[src/fspc_defines.vh]
/*
  Constants for the flash sector protection controller: register offsets,
  field positions, reset values, mode codes and sector address bounds.
  Assumes inclusion by bare name from the controller source.
*/
`ifndef FSPC_DEFINES_VH
`define FSPC_DEFINES_VH

// ----------------------------------------------------------------------
// Register offsets
// ----------------------------------------------------------------------
`define FSPC_ADDR_CTRL_STATUS  8'h2B
`define FSPC_ADDR_GUARD        8'h50
`define FSPC_ADDR_ADDR_LO      8'h51
`define FSPC_ADDR_ADDR_HI      8'h52
`define FSPC_ADDR_DATA         8'h53
`define FSPC_ADDR_OPTION       8'h54

// ----------------------------------------------------------------------
// Control/status fields
// ----------------------------------------------------------------------
`define FSPC_BIT_START    0
`define FSPC_BIT_CMD_LO   1
`define FSPC_BIT_CMD_HI   2
`define FSPC_BIT_BUSY     4
`define FSPC_BIT_REFUSED  5
`define FSPC_BIT_ARMED    6
`define FSPC_BIT_DONE     7

// Command codes in the two command bits.
`define FSPC_CMD_PROGRAM  2'h0
`define FSPC_CMD_SECTOR   2'h1
`define FSPC_CMD_MASS     2'h2
`define FSPC_CMD_OPTION   2'h3

// Guard unlock sequence.
`define FSPC_KEY1         8'h56
`define FSPC_KEY2         8'hAE

// Programming modes.
`define FSPC_MODE_TOOL    2'h0
`define FSPC_MODE_ICP     2'h1
`define FSPC_MODE_IAP     2'h2

// ----------------------------------------------------------------------
// Reset values and sector map
// ----------------------------------------------------------------------
`define FSPC_RST_CTRL     8'h00
`define FSPC_RST_OPTION   8'h00
`define FSPC_OPT_RDP_BIT  7
`define FSPC_SEC0_BASE    16'hF000
`define FSPC_SEC1_BASE    16'hE000
`define FSPC_ERASED       8'hFF

`endif

[src/fspc_ctrl.v]
/*
  Flash sector protection controller: register slave, write guard, sector
  decode, protection checks and the erase/program sequencer on the array.
  Assumes a synchronous register port with read data one cycle later and
  an array interface that completes any operation within one cycle.
*/
// Functional notes
// - Erase is either the whole array at once or one sector, and programming writes one byte.
// - Erasing or programming one sector never alters any other sector.
// - In tool and in-circuit modes all sectors and the option byte may be changed.
// - In in-application mode sector 0 is refused while other sectors may be changed.
// - A 4K part has sector 0, an 8K part sectors 0 and 1, larger parts sectors 0 to 2.
// - Sectors 0 and 1 are 4 Kbytes each at the top, sector 0 at F000h-FFFFh with the vectors.
// - With read-out protection on, external reads return nothing and writes are refused.
// - Clearing read-out protection first erases the whole array and only then allows writes.
// - Read-out protection is set and cleared by one bit of the option byte.
// - A key sequence must arm the controls before each program or erase start.
`timescale 1ns/1ps
`default_nettype none
`include "fspc_defines.vh"

module fspc_ctrl #(
  parameter MEM_KB = 32
) (
  // Clock and reset.
  input  wire        core_clk,
  input  wire        resetn,
  // Register port.
  input  wire [7:0]  reg_addr,
  input  wire [7:0]  reg_wdata,
  input  wire        reg_write,
  input  wire        reg_read,
  output reg  [7:0]  reg_rdata,
  // Mode selection and external read path.
  input  wire [1:0]  prog_mode,
  input  wire        ext_read,
  input  wire [15:0] ext_addr,
  output reg  [7:0]  ext_rdata,
  // Flash array.
  output reg         arr_we,
  output reg  [15:0] arr_addr,
  output reg  [7:0]  arr_wdata,
  input  wire [7:0]  arr_rdata,
  output wire        readout_protect_bit
);

  // ----------------------------------------------------------------------
  // Sizing and states
  // ----------------------------------------------------------------------
  // The span is worked out at full width and only then cut to the
  // address bus, so a 64 Kbyte part gives a base of zero.
  localparam [31:0] MEM_SPAN  = MEM_KB * 1024;
  localparam [31:0] MEM_LOW   = 32'h0001_0000 - MEM_SPAN;
  localparam [15:0] MEM_BASE  = MEM_LOW[15:0];
  localparam [3:0] ST_IDLE  = 4'h1;
  localparam [3:0] ST_ERASE = 4'h2;
  localparam [3:0] ST_PROG  = 4'h4;
  localparam [3:0] ST_OPT   = 4'h8;

  // Done and refused are only cleared by the next start, so software may
  // poll them at leisure after an operation.
  reg [3:0]  state;
  reg [1:0]  guard;
  reg [1:0]  cmd;
  reg        busy;
  reg        refused;
  reg        done;
  reg [7:0]  addr_lo;
  reg [7:0]  addr_hi;
  reg [7:0]  data_reg;
  reg [7:0]  option;
  reg [7:0]  opt_new;
  reg [15:0] walk;
  reg [15:0] walk_end;
  reg [1:0]  sector;
  reg        in_map;
  reg        allowed;

  wire [15:0] tgt = {addr_hi, addr_lo};
  wire        rdp = option[`FSPC_OPT_RDP_BIT];
  wire        armed = (guard == 2'h2);
  wire [1:0]  wcmd = reg_wdata[`FSPC_BIT_CMD_HI:`FSPC_BIT_CMD_LO];
  // A start is only taken while idle; one arriving mid-operation is dropped.
  wire        start = reg_write && (reg_addr == `FSPC_ADDR_CTRL_STATUS) &&
                      reg_wdata[`FSPC_BIT_START] && !busy;

  // The pin is a plain copy of the option bit, so it follows a new option at once.
  assign readout_protect_bit = rdp;

  // ----------------------------------------------------------------------
  // Sector decode
  // ----------------------------------------------------------------------
  // Sector 2 is the rest of the array below sector 1, so it spans whatever
  // the part size leaves beneath the two fixed 4 Kbyte sectors.
  always @* begin
    // A part of 64 Kbytes fills the whole map, so every address is present.
    in_map = (tgt >= MEM_BASE) || (MEM_KB >= 64);
    if (tgt >= `FSPC_SEC0_BASE) begin
      sector = 2'h0;
    end else if (tgt >= `FSPC_SEC1_BASE) begin
      sector = 2'h1;
    end else begin
      sector = 2'h2;
    end
    if (MEM_KB <= 4 && sector != 2'h0) begin
      in_map = 1'b0;
    end else if (MEM_KB <= 8 && sector == 2'h2) begin
      in_map = 1'b0;
    end
  end

  // ----------------------------------------------------------------------
  // Permission check
  // ----------------------------------------------------------------------
  // The option byte stays writable under protection so that it can be
  // cleared, which triggers the mass erase first.
  // A mass erase would wipe sector 0, so it is refused in application mode
  // just as a direct request on sector 0 is.
  always @* begin
    allowed = armed;
    if (cmd_pick_option(wcmd)) begin
      allowed = allowed && (prog_mode != `FSPC_MODE_IAP);
    end else if (rdp) begin
      allowed = 1'b0;
    end else if (wcmd == `FSPC_CMD_MASS) begin
      allowed = allowed && (prog_mode != `FSPC_MODE_IAP);
    end else begin
      allowed = allowed && in_map;
      if (prog_mode == `FSPC_MODE_IAP && sector == 2'h0) begin
        allowed = 1'b0;
      end
    end
  end

  // Kept as a function so the option test reads alike wherever it is used.
  function cmd_pick_option;
    input [1:0] c;
    begin
      cmd_pick_option = (c == `FSPC_CMD_OPTION);
    end
  endfunction

  // ----------------------------------------------------------------------
  // Registers and sequencer
  // ----------------------------------------------------------------------
  always @(posedge core_clk or negedge resetn) begin
    if (!resetn) begin
      state    <= ST_IDLE;
      guard    <= 2'h0;
      cmd      <= 2'h0;
      busy     <= 1'b0;
      refused  <= 1'b0;
      done     <= 1'b0;
      addr_lo  <= 8'h00;
      addr_hi  <= 8'h00;
      data_reg <= 8'h00;
      option   <= `FSPC_RST_OPTION;
      opt_new  <= 8'h00;
      walk     <= 16'h0000;
      walk_end <= 16'h0000;
      arr_we   <= 1'b0;
      arr_addr <= 16'h0000;
      arr_wdata <= 8'h00;
    end else begin
      arr_we <= 1'b0;
      // Both keys must arrive in a row; any other guard write drops the
      // guard, so a stray store can never launch an erase by itself.
      if (reg_write && reg_addr == `FSPC_ADDR_GUARD) begin
        if (reg_wdata == `FSPC_KEY1) begin
          guard <= 2'h1;
        end else if (reg_wdata == `FSPC_KEY2 && guard == 2'h1) begin
          guard <= 2'h2;
        end else begin
          guard <= 2'h0;
        end
      end
      if (reg_write && reg_addr == `FSPC_ADDR_ADDR_LO) begin
        addr_lo <= reg_wdata;
      end else if (reg_write && reg_addr == `FSPC_ADDR_ADDR_HI) begin
        addr_hi <= reg_wdata;
      end else if (reg_write && reg_addr == `FSPC_ADDR_DATA) begin
        data_reg <= reg_wdata;
      end
      if (start) begin
        // A refused start disarms as well, so every attempt needs fresh keys.
        guard <= 2'h0;
        cmd   <= wcmd;
        done  <= 1'b0;
        if (!allowed) begin
          refused <= 1'b1;
        end else begin
          refused <= 1'b0;
          busy    <= 1'b1;
          if (wcmd == `FSPC_CMD_PROGRAM) begin
            state <= ST_PROG;
          end else if (wcmd == `FSPC_CMD_OPTION) begin
            opt_new <= data_reg;
            if (rdp && !data_reg[`FSPC_OPT_RDP_BIT]) begin
              walk     <= MEM_BASE;
              walk_end <= 16'hFFFF;
              state    <= ST_ERASE;
            end else begin
              state <= ST_OPT;
            end
          end else if (wcmd == `FSPC_CMD_MASS) begin
            walk     <= MEM_BASE;
            walk_end <= 16'hFFFF;
            state    <= ST_ERASE;
          end else if (sector == 2'h0) begin
            walk     <= `FSPC_SEC0_BASE;
            walk_end <= 16'hFFFF;
            state    <= ST_ERASE;
          end else if (sector == 2'h1) begin
            walk     <= `FSPC_SEC1_BASE;
            walk_end <= `FSPC_SEC0_BASE - 16'h0001;
            state    <= ST_ERASE;
          end else begin
            // Sector 2 runs from the base of the part up to just below sector 1.
            walk     <= MEM_BASE;
            walk_end <= `FSPC_SEC1_BASE - 16'h0001;
            state    <= ST_ERASE;
          end
        end
      end
      // The erase walks one byte a cycle, so a mass erase takes as many
      // cycles as the part has bytes; that was traded for a simple array.
      case (state)
        ST_IDLE: begin
          // Idle keeps whatever state a start above has just chosen.
        end
        ST_ERASE: begin
          arr_we    <= 1'b1;
          arr_addr  <= walk;
          arr_wdata <= `FSPC_ERASED;
          walk      <= walk + 16'h0001;
          if (walk == walk_end) begin
            state <= (cmd == `FSPC_CMD_OPTION) ? ST_OPT : ST_IDLE;
            if (cmd != `FSPC_CMD_OPTION) begin
              busy <= 1'b0;
              done <= 1'b1;
            end
          end
        end
        ST_PROG: begin
          // Only the target byte is written; its neighbours are left alone.
          arr_we    <= 1'b1;
          arr_addr  <= tgt;
          arr_wdata <= data_reg;
          busy      <= 1'b0;
          done      <= 1'b1;
          state     <= ST_IDLE;
        end
        ST_OPT: begin
          // The option only changes after any unlocking erase has run out.
          option <= opt_new;
          busy   <= 1'b0;
          done   <= 1'b1;
          state  <= ST_IDLE;
        end
        default: begin
          state <= ST_IDLE;
        end
      endcase
    end
  end

  // ----------------------------------------------------------------------
  // Read paths
  // ----------------------------------------------------------------------
  // The external path returns zero under protection so nothing can be
  // extracted. The array has its own read port, so external reads are
  // served even while the sequencer writes; a byte under erase may then
  // show either its old or its erased value.
  always @(posedge core_clk or negedge resetn) begin
    if (!resetn) begin
      reg_rdata <= 8'h00;
      ext_rdata <= 8'h00;
    end else begin
      ext_rdata <= 8'h00;
      if (ext_read && !rdp) begin
        ext_rdata <= arr_rdata;
      end
      reg_rdata <= 8'h00;
      if (reg_read) begin
        if (reg_addr == `FSPC_ADDR_CTRL_STATUS) begin
          reg_rdata <= {done, armed, refused, busy, 1'b0, cmd, 1'b0};
        end else if (reg_addr == `FSPC_ADDR_ADDR_LO) begin
          reg_rdata <= addr_lo;
        end else if (reg_addr == `FSPC_ADDR_ADDR_HI) begin
          reg_rdata <= addr_hi;
        end else if (reg_addr == `FSPC_ADDR_DATA) begin
          reg_rdata <= data_reg;
        end else if (reg_addr == `FSPC_ADDR_OPTION) begin
          reg_rdata <= option;
        end
      end
    end
  end

endmodule // fspc_ctrl
`default_nettype wire

[config.mk]
export PLATFORM = sky130hd
export DESIGN_NAME = fspc_ctrl
export DESIGN_NICKNAME = d
export VERILOG_FILES = /design/src/fspc_ctrl.v
export VERILOG_INCLUDE_DIRS = /design/src
export SDC_FILE = /design/constraint.sdc
export NUM_CORES = 1
export LEC_CHECK = 0
export ABC_AREA = 1
export ABC_CLOCK_PERIOD_IN_PS = 3350
export BUFFER_PORTS_ARGS = -buffer_cell sky130_fd_sc_hd__buf_2
export CORE_MARGIN = 2
export CORE_UTILIZATION = 40
export CTS_CLUSTER_DIAMETER = 100
export DETAILED_ROUTE_END_ITERATION = 10
export HOLD_SLACK_MARGIN = 0.08
export PLACE_DENSITY_LB_ADDON = 0.1
export SYNTH_ARGS = -nofsm -noshare
export SYNTH_HDL_FRONTEND = slang
export SYNTH_SLANG_ARGS = --single-unit
[constraint.sdc]
create_clock -name core_clk -period 3.35 [get_ports core_clk]
set_input_delay 0.1675 -clock core_clk [delete_from_list [all_inputs] [get_ports core_clk]]
set_output_delay 0.1675 -clock core_clk [all_outputs]
set_load 0.02 [all_outputs]
==> summary.md, run 1 <==
| Metric | Value |
|---|---|
| Status | `finished clean` |
| Worst Hold Class | `in2reg` |
| Layout Utilization | `0.478` |
| Largest net degree at the start of global routing | `64` |
| Comb pwr share | `0.057` |
| Clk Tree Root Cell | `clkbuf_16` |
| Switching part of the total | `0.235` |
| Total of max-cap violations | `0` |
| Total Wirelength | `15100 um` |
| Hold Fails Final Rpt | `0` |
| Crit path launch type | `flop` |
| Row cnt | `42` |
| Total number of vias | `4924` |
| Most frequent cells in the layout | `206 x nand2_1, 110 x dfrtp_1, 82 x inv_1, 74 x nor2_1, 71 x buf_2` |
| Diode count | `0` |
| Min Tclk post-route | `between 2 and 2.5 ns` |
| Reg clk slew, reported paths | `0.07 ns` |
| Synthesis-stage register bit count | `111` |
| Commonest non-fill, non-tap cell in the layout | `nand2_1` |
| Reg2reg setup slack | `between 1 and 1.5 ns` |
| Nets | `around 830` |
| Final ANT Viol Nets | `0` |
| P_sw | `roughly 0.6 mW` |
| Met1 wire length | `7060 um` |
| Die area | `about 15000 um2` |
| Die Width | `121 um` |
| Max Clock Skew | `0.00738 ns` |
| Synth Instances | `710` |
| WHS Endpoint | `reg_rdata[4]` |
| Measured slew at the worst slew-check pin | `around 0.82 ns` |
| Max-slew violation count | `0` |
| Regs by FF count | `arr_addr: 16 flops, walk: 16 flops` |
| Vias/cell | `5.09` |
| DRC Markers | `0` |
| Clk sink count | `111` |
| Setup violators final | `0` |
| Register area share after synthesis | `0.506` |
| Post-CTS Resized | `0` |
| Die Span Y | `~120 um` |
| Tcrit/Tclk final | `0.642` |
| CP arrival | `approximately 2.4 ns` |
| Gr ovfl total | `0` |
| Part of the power in registers | `0.531` |
| Share of layout cells above drive strength 1 | `0.148` |
| FMAX | `465 MHz` |
| Starting DRT DRC Count | `451` |
| H-tree levels | `3` |
| Drt pass-1 iters | `6` |
| Initial antenna violation count | `0` |
| CP Class | `reg2reg` |
| Clock Latency Late Sink | `0.36 ns` |
| Reg2Reg Depth | `6` |
| Met2 routed WL | `between 6000 and 7000 um` |
| Clock Path Buffers | `2` |
| Hold-critical path depth | `3` |
| Core Region | `13300 um2` |
| Synthesis-to-finish area growth | `16.2%` |
| Placed insts | `roughly 940` |
| Top layer reached by signal wires | `met4` |
| Reg-to-reg endpoint | `arr_addr[8]` |
| VDD IR-drop max | `324 uV` |
| Max transition margin | `0.455` |
| Worst flop-to-flop path startpoint | `state[1]` |
| Initial Utilization | `0.411` |
| Ys Warns | `0` |
| Final cell count without fillers | `967` |
| CP required | `3.60 ns` |
| Internal power | `1.99 mW` |
| Wire per inst | `15.6 um` |
| Vias in the first global route | `4698` |
| Critical Path End Type | `flop` |
| Crit-path max FO | `21` |
| GPL Wtd Cong | `0.849` |
| Clock power frac | `0.411` |
| Setup_tns | `0 ns` |
| CTS tree | `built` |
| GRT Util Overall | `0.220` |
| HPWL Detailed | `roughly 11000 um` |
| Buffers on Ports | `just over 70` |
| I/O pins | `89` |
| P per Cell Area | `between 400 and 500 nW/um2` |
| Leakage | `3.55 nW` |
| First-pass GRT wire length | `between 20000 and 25000 um` |
| Avg Inst Size Synth | `just under 8 um2` |
| Total CTS buffers | `9` |
| Synth Net Count | `758` |
| Unrepaired setup endpoints after global routing | `no` |
| Mapped Area | `about 5500 um2` |
| Wire length on met3 | `about 890 um` |
| Count of cell types in the netlist | `38` |
| Hold Path Origin | `reg_read` |
-- cell usage after synthesis (all sizes together) --
cell,number,share of area
ha,1,0.0023
o21ai,70,0.066
clkbuf,10,0.0068
nor4,3,0.0034
dfrtp,110,0.50
nor3,11,0.015
o21a,2,0.0027
a21boi,1,0.0014
nand4,11,0.014
dfstp,1,0.0048
and2,1,0.0011
nand3,62,0.057
o21bai,2,0.0027
xor2,2,0.0032
inv,87,0.060
buf,12,0.016
nand2,211,0.15
nor2,77,0.056
o22a,5,0.0080
a21oi,26,0.024
o211ai,2,0.0027
a31oi,2,0.0023
nand3b,1,0.0014
-- layer usage --
metal  vias up  GRT usage
met5         -          0
met4         0     0.0618
met3        25     0.0536
met2       134      0.333
met1      2348      0.315
li1       2417          -
-- stage by stage --
step / cell area, um2 / worst slack [ns] / total power, mW / hold WS, ns
2_1_floorplan: 5490 / 1.93 / 1.47 / -0.128
3_3_place_gp: 5990 / 1.24 / 1.55 / 0.309
3_5_place_dp: 5990 / 1.23 / 1.55 / 0.317
4_1_cts: 6380 / 1.21 / 2.63 / 0.0816
5_1_grt: 6380 / 0.983 / 2.71 / 0.0968
6_report: 6380 / 1.20 / 2.61 / 0.0906
-- area by class of cell --
type,count,area [um2]
timing repair buffer,87,498
multi-input combinational,490,2260
clock inverter,3,15.0
sequential,111,2780
inverter,87,332
fill,1374,6970
clock buffer,13,280
tap,176,220
-- worst max-delay path, stage by stage (launching register included) --
cell	delay (ns)
dfrtp_1	0.40
nor2_1	0.11
inv_1	0.07
nor3_2	0.53
inv_1	0.53
nor2_1	0.27
o21ai_0	0.11
-- power groups by stage --
stage | clock [mW] | combinational (mW) | sequential, mW
final | 1.07 | 0.149 | 1.38
after global routing | 1.15 | 0.170 | 1.39
after CTS | 1.09 | 0.151 | 1.38
after detailed placement | 0 | 0.143 | 1.41
after global placement | 0 | 0.139 | 1.41
after floorplan | 0 | 0.0562 | 1.41
-- cells by family (layout without fill, tap and decap cells) --
family	Yosys count	after routing	share of synthesized area
fa+ha+maj	1	1	0.00228
buf+inv	109	190	0.0830
simple gates	377	377	0.296
xor+xnor	2	2	0.00319
flops	111	111	0.506
compound gates	110	110	0.109
-- what timing repair did --
action	4_1_cts	5_1_grt
hold buffers	9	0
hold endpoints to repair	69	0
setup buffers	0	0
-- how the worst max path moves through the flow --
stage	slack, ns	endpoint	from	cells after the start
after floorplan	1.93	busy	walk_end[14]	6
after global placement	1.24	arr_addr[7]	state[1]	6
after detailed placement	1.23	arr_addr[7]	state[1]	6
after CTS	1.21	arr_addr[7]	state[1]	6
after global routing	0.98	arr_addr[11]	state[1]	6
final	1.20	arr_addr[8]	state[1]	6
No activity file was read; power rests on OpenSTA's default activity.
==> inputs of run 2 (changes only) <==
--- a/config.mk
+++ b/config.mk
@@ -7,7 +7,7 @@
 export NUM_CORES = 1
 export LEC_CHECK = 0
 export ABC_AREA = 1
-export ABC_CLOCK_PERIOD_IN_PS = 3350
+export ABC_CLOCK_PERIOD_IN_PS = 1820
 export BUFFER_PORTS_ARGS = -buffer_cell sky130_fd_sc_hd__buf_2
 export CORE_MARGIN = 2
 export CORE_UTILIZATION = 40
==> constraint.sdc (replaced) <==
create_clock -name core_clk -period 1.82 [get_ports core_clk]
set_input_delay 0.091 -clock core_clk [delete_from_list [all_inputs] [get_ports core_clk]]
set_output_delay 0.091 -clock core_clk [all_outputs]
set_load 0.02 [all_outputs]
==> run 2 against run 1 <==
Register-to-register slack lost 1.0 ns. Power grew 88%. Clock skew grew 0.0043 ns. Final cell count grew 2.6%. Critical endpoint is now guard[1]. Combinational power grew 100%. Global-route usage shrank 0.34 points. Core utilization grew 1.9 points. Highest routed layer unchanged. Hold slack gained 0.018 ns. Largest power group unchanged. Flip-flop and latch count is the same. Wire length shrank 1.4%. Setup slack lost 1.1 ns.
==> summary.md, run 2 (synthesis results as in run 1) <==
| Metric | Value |
|---|---|
| Total number of vias | `4945` |
| Placed insts | `956` |
| Tcrit/Tclk final | `0.957` |
| Drt pass-1 iters | `6` |
| Max-slew violation count | `0` |
| Die area | `14700 um2` |
| Clock Path Buffers | `2` |
| Reg clk slew, reported paths | `0.08 ns` |
| DRC Markers | `0` |
| Nets | `around 860` |
| Core Region | `roughly 13000 um2` |
| Leakage | `3.67 nW` |
| Total CTS buffers | `9` |
| Starting DRT DRC Count | `342` |
| Crit path launch type | `primary input` |
| Worst path max stage delay | `0.63 ns` |
| Worst flop-to-flop path startpoint | `guard[0]` |
| Min Tclk post-route | `1.74 ns` |
| HPWL Detailed | `11000 um` |
| Final cell count without fillers | `992` |
| Regs by FF count | `arr_addr: 16 flops, walk: 16 flops` |
| Crit-path max FO | `4` |
| Layout Utilization | `0.497` |
| Worst Hold Class | `in2reg` |
| Most frequent cells in the layout | `206 x nand2_1, 110 x dfrtp_1, 82 x inv_1, 73 x nor2_1, 71 x buf_2` |
| Vias in the first global route | `4736` |
| Reg2Reg Depth | `10` |
| Final ANT Viol Nets | `0` |
| Clk sink count | `111` |
| Worst-path cell chain | `dlygate4sd3_1, buf_2, inv_1, nor4_1, dlygate4sd3_1, nand3_1, a21oi_1` |
| CTS tree | `built` |
| Die Width | `around 120 um` |
| Status | `finished clean` |
| FMAX | `~570 MHz` |
| Unrepaired setup endpoints after global routing | `no` |
| Hold Fails Final Rpt | `0` |
| Hold Path Origin | `reg_wdata[1]` |
| Levels on crit path | `7` |
| Vias/cell | `4.98` |
| WHS Endpoint | `state[2]` |
| Crit-path leading delay family | `buffers and inverters` |
| Clk Tree Root Cell | `clkbuf_16` |
| Max transition margin | `0.629` |
| Setup violators final | `0` |
| VDD IR-drop max | `644 uV` |
| Worst Path Buf+Inv | `4` |
| Commonest non-fill, non-tap cell in the layout | `nand2_1` |
| Die Span Y | `121 um` |
| CP arrival | `between 2 and 2.5 ns` |
| Share of layout cells above drive strength 1 | `0.165` |
| Total Wirelength | `14900 um` |
| I/O pins | `89` |
| Final WS setup | `0.0788 ns` |
| Crit-path slowest cell | `dlygate4sd3_1` |
| Largest net degree at the start of global routing | `43` |
| First-pass GRT wire length | `24500 um` |
| Hold-critical path depth | `4` |
| Reg2reg setup slack | `0.15 ns` |
| CP required | `2.10 ns` |
| Wire per inst | `roughly 15 um` |
| Most used cell, CP | `dlygate4sd3_1` |
| Row cnt | `between 40 and 50` |
| Clock Latency Late Sink | `0.36 ns` |
| Measured slew at the worst slew-check pin | `0.552 ns` |
| DP Worst Slack | `0.159 ns` |
| Reg-to-reg endpoint | `walk[13]` |
| Initial Utilization | `0.411` |
| Synthesis-to-finish area growth | `20.7%` |
| Gr ovfl total | `0` |
| H-tree levels | `3` |
| GPL Wtd Cong | `roughly 0.86` |
| GRT Util Overall | `0.217` |
| Max Clock Skew | `0.0117 ns` |
| CP Class | `in2reg` |
| Total of max-cap violations | `0` |
| Critical Path End Type | `flop` |
| Diode count | `0` |
| Initial antenna violation count | `0` |
| Buffers on Ports | `between 70 and 80` |
| P per Cell Area | `740 nW/um2` |
| Setup_tns | `0 ns` |
[run 2: changes by cell type in the layout (fill, tap and decap cells not counted), sizes merged]
cell	change
dlygate4sd3	+8
buf	+17
clkinvlp	+1
inv	+2
clkbuf	-3
clkinv	-1
bufinv	+1
[run 2: worst register-to-register path: stages (launching register included)]
cell and delay, ns:
dfrtp_1 0.39, nor2_1 0.25, nand2_1 0.09, nor2_1 0.09
nand2_1 0.06, inv_2 0.11, nand4_2 0.10, buf_4 0.23
nand2_1 0.16, nand2_1 0.08, nand2_1 0.06
[run 2: cell type report]
cell class | count | area, um2
sequential | 111 | 2780
timing repair buffer | 112 | 731
clock buffer | 10 | 239
fill | 1328 | 6720
multi-input combinational | 490 | 2260
clock inverter | 6 | 65.1
tap | 176 | 220
inverter | 87 | 332
[run 2: how the worst max path moves through the flow]
stage                        end    startpoint  slack, ns
global placement    arr_wdata[6]      state[0]       0.18
finish                  guard[1]  reg_wdata[5]       0.08
CTS                     guard[1]  reg_wdata[5]       0.10
global route            walk[10]       walk[2]      0.006
floorplan                   busy  walk_end[14]       0.40
detailed placement  arr_wdata[4]      state[0]       0.16
[run 2: where the power goes]
part | leakage (nW) | switching (mW) | internal [mW]
Clock | 0.149 | 0.952 | 1.11
Combinational | 2.08 | 0.194 | 0.105
Sequential | 1.45 | 0.0367 | 2.51
[run 2: repair_timing]
action / 4_1_cts / 5_1_grt
hold buffers: 17 / 0
endpoints found under the hold margin: 126 / 0
setup buffers: 0 / 3
gates resized for setup: 0 / 2
endpoints found under the setup margin: 0 / 3
[run 2: layer usage]
layer / track usage / vias up / share of wire
met1: 0.301 / 2337 / 0.48
li1: - / 2478 / -
met4: 0.0417 / 0 / 0.0090
met3: 0.0648 / 11 / 0.062
met2: 0.339 / 119 / 0.45
met5: 0 / - / 0
[run 2: per-stage QoR]
step                power (mW)  instance area [um2]  hold WS (ns)
finish                    4.91                 6630         0.108
global route              5.10                 6630         0.122
detailed placement        2.87                 6120       -0.0270
floorplan                 2.70                 5490        -0.205
global placement          2.86                 6120       -0.0275
CTS                       4.96                 6600        0.0890
==> inputs of run 3 (changes only) <==
--- a/config.mk
+++ b/config.mk
@@ -15,6 +15,7 @@
 export DETAILED_ROUTE_END_ITERATION = 10
 export HOLD_SLACK_MARGIN = 0.08
 export PLACE_DENSITY_LB_ADDON = 0.1
+export SETUP_SLACK_MARGIN = 0.15
 export SYNTH_ARGS = -nofsm -noshare
 export SYNTH_HDL_FRONTEND = slang
 export SYNTH_SLANG_ARGS = --single-unit
==> run 3 against run 2 <==
Wire length up 0.36%. Via count up 0.63%. Critical endpoint is now arr_addr[9]. Critical path depth unchanged. Non-clock buffer count up 3. Setup slack better by 0.19 ns. Combinational power up 2%. Final area up 0.92%. Global-route usage up 0.050 points.
==> summary.md, run 3 (synthesis results as in run 1) <==
| Metric | Value |
|---|---|
| Total Wirelength | `between 10000 and 15000 um` |
| VDD IR-drop max | `642 uV` |
| Regs by FF count | `arr_addr: 16 flops, walk: 16 flops` |
| Commonest non-fill, non-tap cell in the layout | `nand2_1` |
| CTS tree | `built` |
| Reg clk slew, reported paths | `0.08 ns` |
| Total CTS buffers | `9` |
| FF+latch area | `2790 um2` |
| Die area | `between 10000 and 15000 um2` |
| Starting DRT DRC Count | `350` |
| Die Width | `121 um` |
| Setup_tns | `0 ns` |
| Clock Latency Late Sink | `0.36 ns` |
| Crit path launch type | `flop` |
| I/O pins | `89` |
| Share of layout cells above drive strength 1 | `0.182` |
| Max-slew violation count | `0` |
| CP arrival | `1.79 ns` |
| CP Class | `reg2reg` |
| HPWL Detailed | `11000 um` |
| Setup violators final | `0` |
| Vias in the first global route | `4736` |
| Leakage | `3.69 nW` |
| Nets | `roughly 860` |
| Total number of vias | `~5000` |
| Status | `finished clean` |
| Worst Hold Class | `in2reg` |
| Placed insts | `956` |
| Vias/cell | `5.00` |
| P per Cell Area | `735 nW/um2` |
| Wire per inst | `~15 um` |
| GPL Wtd Cong | `~0.86` |
| Synthesis-to-finish area growth | `21.9%` |
| GRT met1 Usage | `0.301` |
| Crit-path max FO | `12` |
| Die Span Y | `about 120 um` |
| Largest net degree at the start of global routing | `43` |
| First-pass GRT wire length | `about 25000 um` |
| Tcrit/Tclk final | `0.853` |
| Clk sink count | `roughly 110` |
| Most frequent cells in the layout | `206 x nand2_1, 105 x dfrtp_1, 80 x inv_1, 71 x buf_2, 69 x nor2_1` |
| Initial Utilization | `0.411` |
| Final cell count without fillers | `995` |
| Max Clock Skew | `between 0.009 and 0.01 ns` |
| CP required | `2.06 ns` |
| Worst path max stage delay | `0.40 ns` |
| Buffers on Ports | `roughly 70` |
| GRT Util Overall | `0.217` |
| H-tree levels | `3` |
| Min Tclk post-route | `1.55 ns` |
| Clk Tree Root Cell | `clkbuf_16` |
| Worst-path cell chain | `nor2_1, inv_1, nor3_4, inv_1, buf_4, nor2_1, o21ai_0` |
| Met2 Use GR | `0.342` |
| Hold Fails Final Rpt | `0` |
| Max transition margin | `0.614` |
| Final ANT Viol Nets | `0` |
| DRC Markers | `0` |
| Clock Path Buffers | `2` |
| Unrepaired setup endpoints after global routing | `yes` |
| Crit-path slowest cell | `dfrtp_1` |
| Multi-input logic area | `2290 um2` |
| Row cnt | `42` |
| Gr ovfl total | `0` |
| FMAX | `644 MHz` |
| Initial antenna violation count | `0` |
| Measured slew at the worst slew-check pin | `0.573 ns` |
| # fillers | `between 1000 and 1500` |
| Diode count | `0` |
| Total of max-cap violations | `0` |
| Critical Path End Type | `flop` |
| Core Region | `13300 um2` |
| Met3 GRT Util | `0.0648` |
| Drt pass-1 iters | `5` |
| Layer with the highest usage | `met2` |
[run 3: cell types whose count changed in the layout (fill, tap and decap cells not counted), moves of 2 or more]
cell	delta
nor2_2	+2
nor2_4	+2
dfrtp_1	-5
inv_1	-2
buf_4	+2
nor2_1	-4
dfrtp_2	+5
[run 3: final timing paths]
check | from | end | slack [ns] | cells past startpoint
max | state[1] | arr_addr[9] | 0.27 | 7
min | reg_wdata[1] | state[2] | 0.10 | 4
max reg2reg | state[1] | arr_addr[9] | 0.27 | 7
min reg2reg | opt_new[1] | opt_new[1] | 0.47 | 2
max in group asynchronous | resetn | state[0] | 1.12 | 3
min in group asynchronous | resetn | reg_rdata[3] | 0.14 | 2
[run 3: through the flow]
step                area [um2]  power, mW   util  setup WS (ns)  hold slack, ns
floorplan                 5490       2.70      -          0.403          -0.205
global placement          6120       2.86  0.459          0.179         -0.0275
detailed placement        6120       2.87  0.459          0.159         -0.0270
CTS                       6620       4.96  0.496          0.150          0.0890
global route              6690       5.11  0.501          0.147           0.122
finish                    6690       4.92  0.501          0.268           0.103
[run 3: area by class of cell]
type                    instances  area share
flip-flops and latches        111       0.416
multi-input cells             490       0.342
repair buffers                115       0.113
inverters                      87      0.0499
clock buffers                  10      0.0357
well taps                     176      0.0329
clock inverters                 6     0.00973
[run 3: report_power, final]
| group | internal [mW] | total, mW | leakage [nW] | switching (mW) |
|---|---|---|---|---|
| registers | 2.51 | 2.54 | 1.44 | 0.0373 |
| logic | 0.107 | 0.304 | 2.10 | 0.197 |
| clock network | 1.11 | 2.07 | 0.149 | 0.955 |
[run 3: metal layers]
| layer | up-vias | part of all wire |
|---|---|---|
| met4 | 0 | 0.0082 |
| met2 | 129 | 0.46 |
| met3 | 8 | 0.058 |
| li1 | 2486 | - |
| met1 | 2353 | 0.48 |
| met5 | - | 0 |
[run 3: what timing repair did]
| action | CTS | global route |
|---|---|---|
| gates resized for setup | 0 | 20 |
| setup buffers | 3 | 3 |
| pin swaps | 1 | 2 |
| setup endpoints to repair | 4 | 52 |
| hold buffers | 17 | 0 |
| hold endpoints to repair | 126 | 0 |
[run 3: worst max-delay path, delay by kind of cell (launching register included)]
kind / cells / cell delay, ns
AND/OR/NAND/NOR: 3 / 0.53
flip-flops: 1 / 0.40
buffers and inverters: 3 / 0.40
AO/OA/AOI/OAI: 1 / 0.11
